$ cat src/rtl/pwmg_pkg.sv
/*
 * pwmg_pkg: register map, field positions and reset values of the
 * prescaled 8-bit pulse generator.
 * assumes: a 32-bit APB slave with one register per aligned word.
 */
package pwmg_pkg;

	// register byte offsets
	localparam logic [7:0] PWMG_CTRL_OFS = 8'h00;
	localparam logic [7:0] PWMG_PRESC_OFS = 8'h04;
	localparam logic [7:0] PWMG_DUTY_OFS = 8'h08;
	localparam logic [7:0] PWMG_STAT_OFS = 8'h0c;

	// control field positions
	localparam int PWMG_EN_BIT = 0;
	localparam int PWMG_SRC_BIT = 1;
	localparam int PWMG_PINSEL_BIT = 2;

	// reset values
	localparam logic [2:0] PWMG_CTRL_RST = 3'h0;
	localparam logic [7:0] PWMG_PRESC_RST = 8'h00;
	localparam logic [7:0] PWMG_DUTY_RST = 8'h00;

	// last step count of an output period (255 steps per period)
	localparam logic [7:0] PWMG_PERIOD_LAST = 8'hfe;

	// generator phases
	typedef enum logic [1:0] {
		PWMG_IDLE,
		PWMG_LEAD,
		PWMG_RUN
	} pwmg_state_t;

	// period settings latched together at each period boundary
	typedef struct packed {
		logic [7:0] presc;
		logic [7:0] duty;
	} pwmg_cfg_t;

endpackage : pwmg_pkg

$ cat src/rtl/pwmg_top.sv
/*
 * pwmg_top: 8-bit pwm generator with prescaler, half-rate source option
 * and two alternative output pins, registers reached over apb.
 * assumes: pclk is clk_sys_i, port data for each pin comes from the
 * same clock domain, and clk_sys_i stands in for the main oscillator.
 */
`timescale 1ns/1ps
// Behaviour
// - 8-bit pwm from oscillator or oscillator/2
// - control bit 2 selects output pin
// - period is 255*(n+1) source clocks
// - high time is period*m/255
// - enable initializes, periods start high
// - new settings apply from next period
// - low lead-in of (n+1) source clocks first

module pwmg_top
	import pwmg_pkg::*;
(
	input wire logic clk_sys_i,
	input wire logic nrst_i,
	input wire logic psel_i,
	input wire logic penable_i,
	input wire logic pwrite_i,
	input wire logic [7:0] paddr_i,
	input wire logic [31:0] pwdata_i,
	output logic [31:0] prdata_o,
	output logic pready_o,
	output logic pslverr_o,
	input wire logic port_pin_alt_a_i,
	input wire logic port_pin_alt_b_i,
	output logic pulse_out_pin_a_o,
	output logic pulse_out_pin_b_o
);

	////////////////////////////////////////////////////////////////////////////
	// configuration, generator and bus state
	logic [2:0] ctrl_reg;
	logic [7:0] presc_reg;
	logic [7:0] duty_reg;
	logic [31:0] prdata_reg;
	logic pslverr_reg;
	pwmg_cfg_t cur_reg;
	pwmg_state_t state_reg;
	logic half_reg;
	logic [7:0] pre_cnt_reg;
	logic [7:0] per_cnt_reg;
	logic pulse_reg;
	logic wr_en;
	logic acc;
	logic map_hit;
	logic src_tick;
	logic pre_wrap;
	logic per_wrap;
	logic enable;

	// apb decode; every access completes in its first access cycle,
	// so pready is tied high and no wait state is ever inserted
	assign acc = psel_i && penable_i;
	assign wr_en = acc && pwrite_i;
	assign enable = ctrl_reg[PWMG_EN_BIT];
	assign pready_o = 1'b1;
	assign pslverr_o = pslverr_reg;
	assign prdata_o = prdata_reg;
	assign map_hit = (paddr_i == PWMG_CTRL_OFS) || (paddr_i == PWMG_PRESC_OFS)
		|| (paddr_i == PWMG_DUTY_OFS) || (paddr_i == PWMG_STAT_OFS);

	////////////////////////////////////////////////////////////////////////////
	// register writes, one-cycle access phase
	// writes land at the access edge; bits above each field are dropped
	// and unmapped offsets are ignored
	always_ff @(posedge clk_sys_i or negedge nrst_i) begin
		if (!nrst_i) begin
			ctrl_reg <= PWMG_CTRL_RST;
			presc_reg <= PWMG_PRESC_RST;
			duty_reg <= PWMG_DUTY_RST;
		end else if (wr_en) begin
			if (paddr_i == PWMG_CTRL_OFS) begin
				ctrl_reg <= pwdata_i[2:0];
			end else if (paddr_i == PWMG_PRESC_OFS) begin
				presc_reg <= pwdata_i[7:0];
			end else if (paddr_i == PWMG_DUTY_OFS) begin
				duty_reg <= pwdata_i[7:0];
			end
		end
	end

	// read data and error answer
	// read data is latched in the setup cycle so it stands unchanged
	// through the access cycle, whatever the generator does meanwhile
	always_ff @(posedge clk_sys_i or negedge nrst_i) begin
		if (!nrst_i) begin
			prdata_reg <= 32'h0000_0000;
			pslverr_reg <= 1'b0;
		end else if (psel_i && !penable_i) begin
			pslverr_reg <= !map_hit;
			if (paddr_i == PWMG_CTRL_OFS) begin
				prdata_reg <= {29'h0, ctrl_reg};
			end else if (paddr_i == PWMG_PRESC_OFS) begin
				prdata_reg <= {24'h0, presc_reg};
			end else if (paddr_i == PWMG_DUTY_OFS) begin
				prdata_reg <= {24'h0, duty_reg};
			end else if (paddr_i == PWMG_STAT_OFS) begin
				prdata_reg <= {22'h0, per_cnt_reg, pulse_reg, state_reg == PWMG_RUN};
			end else begin
				prdata_reg <= 32'h0000_0000;
			end
		end else if (!psel_i) begin
			pslverr_reg <= 1'b0;
		end
	end

	////////////////////////////////////////////////////////////////////////////
	// count source: every clock or every second clock
	// the phase bit restarts in idle, so the first half-rate tick
	// always falls one clock after the lead-in begins
	always_ff @(posedge clk_sys_i or negedge nrst_i) begin
		if (!nrst_i) begin
			half_reg <= 1'b0;
		end else if (state_reg == PWMG_IDLE) begin
			half_reg <= 1'b0;
		end else begin
			half_reg <= !half_reg;
		end
	end

	// tick and wrap strobes of the prescaler and step counter
	assign src_tick = ctrl_reg[PWMG_SRC_BIT] ? 1'b1 : half_reg;
	assign pre_wrap = src_tick && (pre_cnt_reg == cur_reg.presc);
	assign per_wrap = pre_wrap && (per_cnt_reg == PWMG_PERIOD_LAST);

	// phase control and settings latch
	// settings reach cur_reg only on leaving idle and at a period boundary; a write in the
	// middle of a period therefore cannot bend the pulse in progress
	always_ff @(posedge clk_sys_i or negedge nrst_i) begin
		if (!nrst_i) begin
			state_reg <= PWMG_IDLE;
			cur_reg <= '{presc: PWMG_PRESC_RST, duty: PWMG_DUTY_RST};
		end else if (!enable) begin
			state_reg <= PWMG_IDLE;
		end else begin
			case (state_reg)
				PWMG_IDLE: begin
					state_reg <= PWMG_LEAD;
					cur_reg <= '{presc: presc_reg, duty: duty_reg};
				end
				PWMG_LEAD: begin
					if (pre_wrap) begin
						state_reg <= PWMG_RUN;
					end
				end
				default: begin
					if (per_wrap) begin
						cur_reg <= '{presc: presc_reg, duty: duty_reg};
					end
				end
			endcase
		end
	end

	// prescaler and period counters
	// the step counter only moves in run, so the lead-in lasts exactly
	// one prescaler pass before step 0
	always_ff @(posedge clk_sys_i or negedge nrst_i) begin
		if (!nrst_i) begin
			pre_cnt_reg <= 8'h00;
			per_cnt_reg <= 8'h00;
		end else if (state_reg == PWMG_IDLE || !enable) begin
			pre_cnt_reg <= 8'h00;
			per_cnt_reg <= 8'h00;
		end else if (src_tick) begin
			if (pre_wrap) begin
				pre_cnt_reg <= 8'h00;
				if (state_reg == PWMG_RUN) begin
					per_cnt_reg <= per_wrap ? 8'h00 : per_cnt_reg + 8'h01;
				end
			end else begin
				pre_cnt_reg <= pre_cnt_reg + 8'h01;
			end
		end
	end

	// pulse level: high while step count below duty
	// at a boundary cur_reg is loaded in the same edge, so the level of
	// step 0 is taken from the duty register itself; disable drops the
	// level at once so status never shows a stale high
	always_ff @(posedge clk_sys_i or negedge nrst_i) begin
		if (!nrst_i) begin
			pulse_reg <= 1'b0;
		end else if (state_reg == PWMG_RUN && enable) begin
			if (per_wrap) begin
				pulse_reg <= duty_reg != 8'h00;
			end else if (pre_wrap) begin
				pulse_reg <= (per_cnt_reg + 8'h01) < cur_reg.duty;
			end
		end else if (state_reg == PWMG_LEAD && enable && pre_wrap) begin
			pulse_reg <= cur_reg.duty != 8'h00;
		end else begin
			pulse_reg <= 1'b0;
		end
	end

	////////////////////////////////////////////////////////////////////////////
	// pin routing; unused pin passes its port data
	// pins are registered, one clock behind the internal level; with the
	// generator off both pins serve as general port outputs
	always_ff @(posedge clk_sys_i or negedge nrst_i) begin
		if (!nrst_i) begin
			pulse_out_pin_a_o <= 1'b0;
			pulse_out_pin_b_o <= 1'b0;
		end else if (enable && ctrl_reg[PWMG_PINSEL_BIT]) begin
			pulse_out_pin_a_o <= port_pin_alt_a_i;
			pulse_out_pin_b_o <= pulse_reg;
		end else if (enable) begin
			pulse_out_pin_a_o <= pulse_reg;
			pulse_out_pin_b_o <= port_pin_alt_b_i;
		end else begin
			pulse_out_pin_a_o <= port_pin_alt_a_i;
			pulse_out_pin_b_o <= port_pin_alt_b_i;
		end
	end

endmodule : pwmg_top

$ cat config.mk
export PLATFORM = sky130hd
export DESIGN_NAME = pwmg_top
export DESIGN_NICKNAME = d
export VERILOG_FILES = /design/src/rtl/pwmg_pkg.sv /design/src/rtl/pwmg_top.sv
export SDC_FILE = /design/constraint.sdc
export NUM_CORES = 1
export LEC_CHECK = 0
export ABC_CLOCK_PERIOD_IN_PS = 7100
export BUFFER_PORTS_ARGS = -buffer_cell sky130_fd_sc_hd__buf_4
export CORE_ASPECT_RATIO = 1.2
export CORE_MARGIN = 1.5
export CORE_UTILIZATION = 56
export CTS_BUF_LIST = sky130_fd_sc_hd__clkbuf_4 sky130_fd_sc_hd__clkbuf_8 sky130_fd_sc_hd__clkbuf_16
export DETAILED_ROUTE_END_ITERATION = 6
export PLACE_DENSITY = 0.84
export RECOVER_POWER = 50
export SETUP_SLACK_MARGIN = 0.1
export SLEW_MARGIN = 20
export SYNTH_ARGS = -nofsm -noshare
export SYNTH_HDL_FRONTEND = slang
export SYNTH_SLANG_ARGS = --single-unit
$ cat constraint.sdc
create_clock -name clk_sys_i -period 7.1 [get_ports clk_sys_i]
set_clock_uncertainty 0.2 [all_clocks]
set_input_delay 1.065 -clock clk_sys_i [delete_from_list [all_inputs] [get_ports clk_sys_i]]
set_output_delay 1.065 -clock clk_sys_i [all_outputs]
set_load 0.02 [all_outputs]
==> results.py <==
metrics = {
    "setup_path": {
        "critPathKind": "primary input to asynchronous set/reset pin",
        "rr_endpoint": "pulse_reg",
        "critPathArrivalTime_ns": 3.49,
        "rrSetupSlack_ns": 4.30,
        "cp_cell_sequence": "clkbuf_1",
        "critPathBufInv": 1,
        "crit_fanout": 68,
        "crit_path_start_kind": "primary input",
        "r2r_cells": 9,
        "r2r_start": "per_cnt_reg[0]",
        "end_kind": "asynchronous set/reset pin",
        "cp_slowest_cell": "clkbuf_1",
        "path_delay_family": "buffers and inverters",
        "slowest_delay_ns": 2.36,
        "cp.required_ns": 6.58,
    },
    "cells_and_area": {
        "drive_gt1_share_pct": 27.8,
        "fin_area_sq_um": 4030,
        "final_nets": 412,
        "area_growth_pct": 11.4,
        "largest_register_ffs": 16,
        "num_antenna_cells": 0,
    },
    "min_path": {
        "holdPathStages": 1,
        "hold_path_end": "half_reg",
        "hold_path.class": "flip-flop to flip-flop",
        "min_from": "half_reg",
    },
    "routing": {
        "via_per_inst": 5.64,
        "wl_per_cell_um": 16.4,
        "drtIter0Drc": 112,
        "wirelength_um": 7270,
        "via_count": 2495,
        "ant_nets": 0,
        "first_pass_iters": 5,
        "drc": 0,
    },
    "floorplanning": {
        "initial_core_util_pct": 59.0,
        "boundaryPins": 83,
        "core_area_sq_um": 6130,
        "chipWidth_um": 76.3,
        "fp.dieH_um": 91.0,
        "dieArea_sq_um": 6950,
        "rows": 31,
    },
    "global_route": {
        "grtUsageMet2_pct": 38.2,
        "grtUsageMet1_pct": 27.5,
        "top_usage_layer": "met2",
        "grt_start_max_net_pins": 69,
        "gr-usage-met3_pct": 3.52,
        "globalRouteTotalUtil_pct": 22.4,
        "antenna_found_initial": 0,
        "grt_overflow": 0,
        "grt_pass1_vias": 2486,
        "grt_first_pass_wirelength_um": 12000,
    },
    "run_status": {
        "failed_checks": "capacitance limit, slew limit",
        "status": "complete, but fails checks",
    },
    "sta": {
        "tightest_slew_ns": 3.43,
        "fin_crit_sh_pct": 56.5,
        "fin_setup_tns_ns": 0,
        "timing.hold.ws_ns": 0.253,
        "slew_headroom_pct": -129,
        "post-route-min-period_ns": 4.01,
        "report.final.slew_viol_count": 69,
        "rsz0062_at_grt": "false",
        "setup_viol": 0,
        "hold_viol": 0,
        "clock.fmax_mhz": 249,
    },
    "pwr": {
        "power_uw": 757,
        "ir_drop_v": 0.000134,
        "p_leak_uw": 0.00195,
        "powerDensity_nw_per_um2": 188,
    },
    "clock_tree": {
        "root_buffer": "clkbuf_8",
        "cts_hold_buf": 0,
        "cts_setup_buffers": 0,
        "clkSlewWorstSetupHoldPaths_ns": 0.08,
        "clk_path_buf_depth": 2,
        "cts_tree": "done",
        "cts_sinks": 68,
        "htree_levels": 3,
        "cts_buffers": 9,
        "post_cts_resized": 0,
        "clkLatencyLatePin_ns": 0.34,
    },
    "logic_synthesis": {
        "synth.yosys.warnings": 0,
        "synthesis.area_sq_um": 3610,
        "synth_seq_cells": 68,
        "ys_types": 47,
        "synth_seq_area_share_pct": 47.1,
        "netlist_instances": 322,
        "syn_area_per_cell_sq_um": 11.2,
    },
    "job": {
        "cap_violations": 1,
    },
    "place": {
        "dp_hpwl_um": 5380,
        "finalWeightedCongestion": 0.896,
        "io_buffers": 35,
        "placed_cell_area_sq_um": 3830,
    },
}
stage by stage:
step / setup slack (ns) / util (%) / instances
global route: 2.33 / 65.7 / 442
floorplan: 4.50 / - / 343
detailed placement: 4.35 / 62.5 / 426
finish: 3.09 / 65.7 / 442
CTS: 4.34 / 65.8 / 442
global placement: 4.37 / 62.5 / 426
synth_stat cells (all sizes together):
cell type | count | area, sq um
dfrtp | 68 | 1700
mux2 | 42 | 510
buf | 28 | 206
nor2 | 24 | 90.1
nand2 | 20 | 77.6
o21ai | 19 | 95.1
nand3 | 11 | 55.1
ha | 10 | 125
inv | 10 | 37.5
xnor2 | 10 | 87.6
xor2 | 9 | 78.8
a21oi | 7 | 46.3
clkbuf | 6 | 22.5
nand4 | 6 | 37.5
a22oi | 5 | 37.5
a32o | 4 | 40.0
nor2b | 4 | 25.0
a22o | 3 | 26.3
and3 | 3 | 18.8
mux4 | 3 | 67.6
nor4 | 3 | 18.8
o2111ai | 3 | 26.3
or2 | 3 | 18.8
and4 | 2 | 20.0
conb | 2 | 7.51
nand2b | 2 | 12.5
nor3 | 2 | 21.3
o31ai | 2 | 15.0
or4 | 2 | 15.0
a211oi | 1 | 7.51
a21boi | 1 | 7.51
and2 | 1 | 6.26
and2b | 1 | 7.51
nor3b | 1 | 7.51
o211a | 1 | 10.0
o21bai | 1 | 7.51
o311ai | 1 | 8.76
or4b | 1 | 10.0
worst max-delay path by stage:
stage	start	end	slack, ns	cells after the start
after floorplan	paddr_i[2]	duty_reg[0]	4.50	5
after global placement	paddr_i[7]	ctrl_reg[1]	4.37	5
after detailed placement	per_cnt_reg[0]	pulse_reg	4.35	11
after CTS	per_cnt_reg[0]	pulse_reg	4.34	9
after global routing	nrst_i	presc_reg[2]	2.33	1
final	nrst_i	presc_reg[2]	3.09	1
per-layer routing:
| metal | part of all wire (%) | routed length (um) | vias to the layer above |
|---|---|---|---|
| met3 | 3.5 | 256 | 18 |
| met2 | 53 | 3860 | 73 |
| met5 | 0 | 0 | - |
| li1 | - | - | 1165 |
| met1 | 40 | 2940 | 1239 |
| met4 | 2.9 | 213 | 0 |
cell usage in the layout, fill, tap and decap left out, types with 4 or more instances in the layout:
| cell type | count |
|---|---|
| xnor2_1 | 10 |
| nor2b_1 | 4 |
| clkbuf_8 | 9 |
| a32o_1 | 4 |
| o21ai_0 | 18 |
| buf_4 | 32 |
| xor2_1 | 9 |
| mux2_2 | 32 |
| conb_1 | 23 |
| nor2_1 | 24 |
| a21oi_1 | 6 |
| nand4_1 | 6 |
| mux2_4 | 10 |
| a22oi_1 | 5 |
| inv_1 | 10 |
| nand2_1 | 19 |
| nand3_1 | 11 |
| ha_1 | 10 |
| dfrtp_1 | 68 |
cell type report:
cell class                      instances  area, sq um
Multi-Input combinational cell        231         1730
Inverter                               10         37.5
Clock buffer                            9          124
Timing Repair Buffer                   35          259
Clock inverter                          7         76.3
Tap cell                               82          103
Sequential cell                        68         1700
Fill cell                             463         2100
cell families after synthesis:
logic type	count (synthesis)	share of synthesized area, %
AO/OA/AOI/OAI	48	9.07
XOR/XNOR	19	4.60
adder cells (fa/ha/maj)	10	3.46
buffers and inverters	44	7.37
flip-flops	68	47.1
multiplexers	45	16.0
other	2	0.208
AND/OR/NAND/NOR	86	12.2
power by group:
group	total, uW	internal, uW	switching, uW
clock network	317	164	153
logic	47.3	15.7	31.6
registers	393	390	3.06
(Power assumes the default switching activity.)
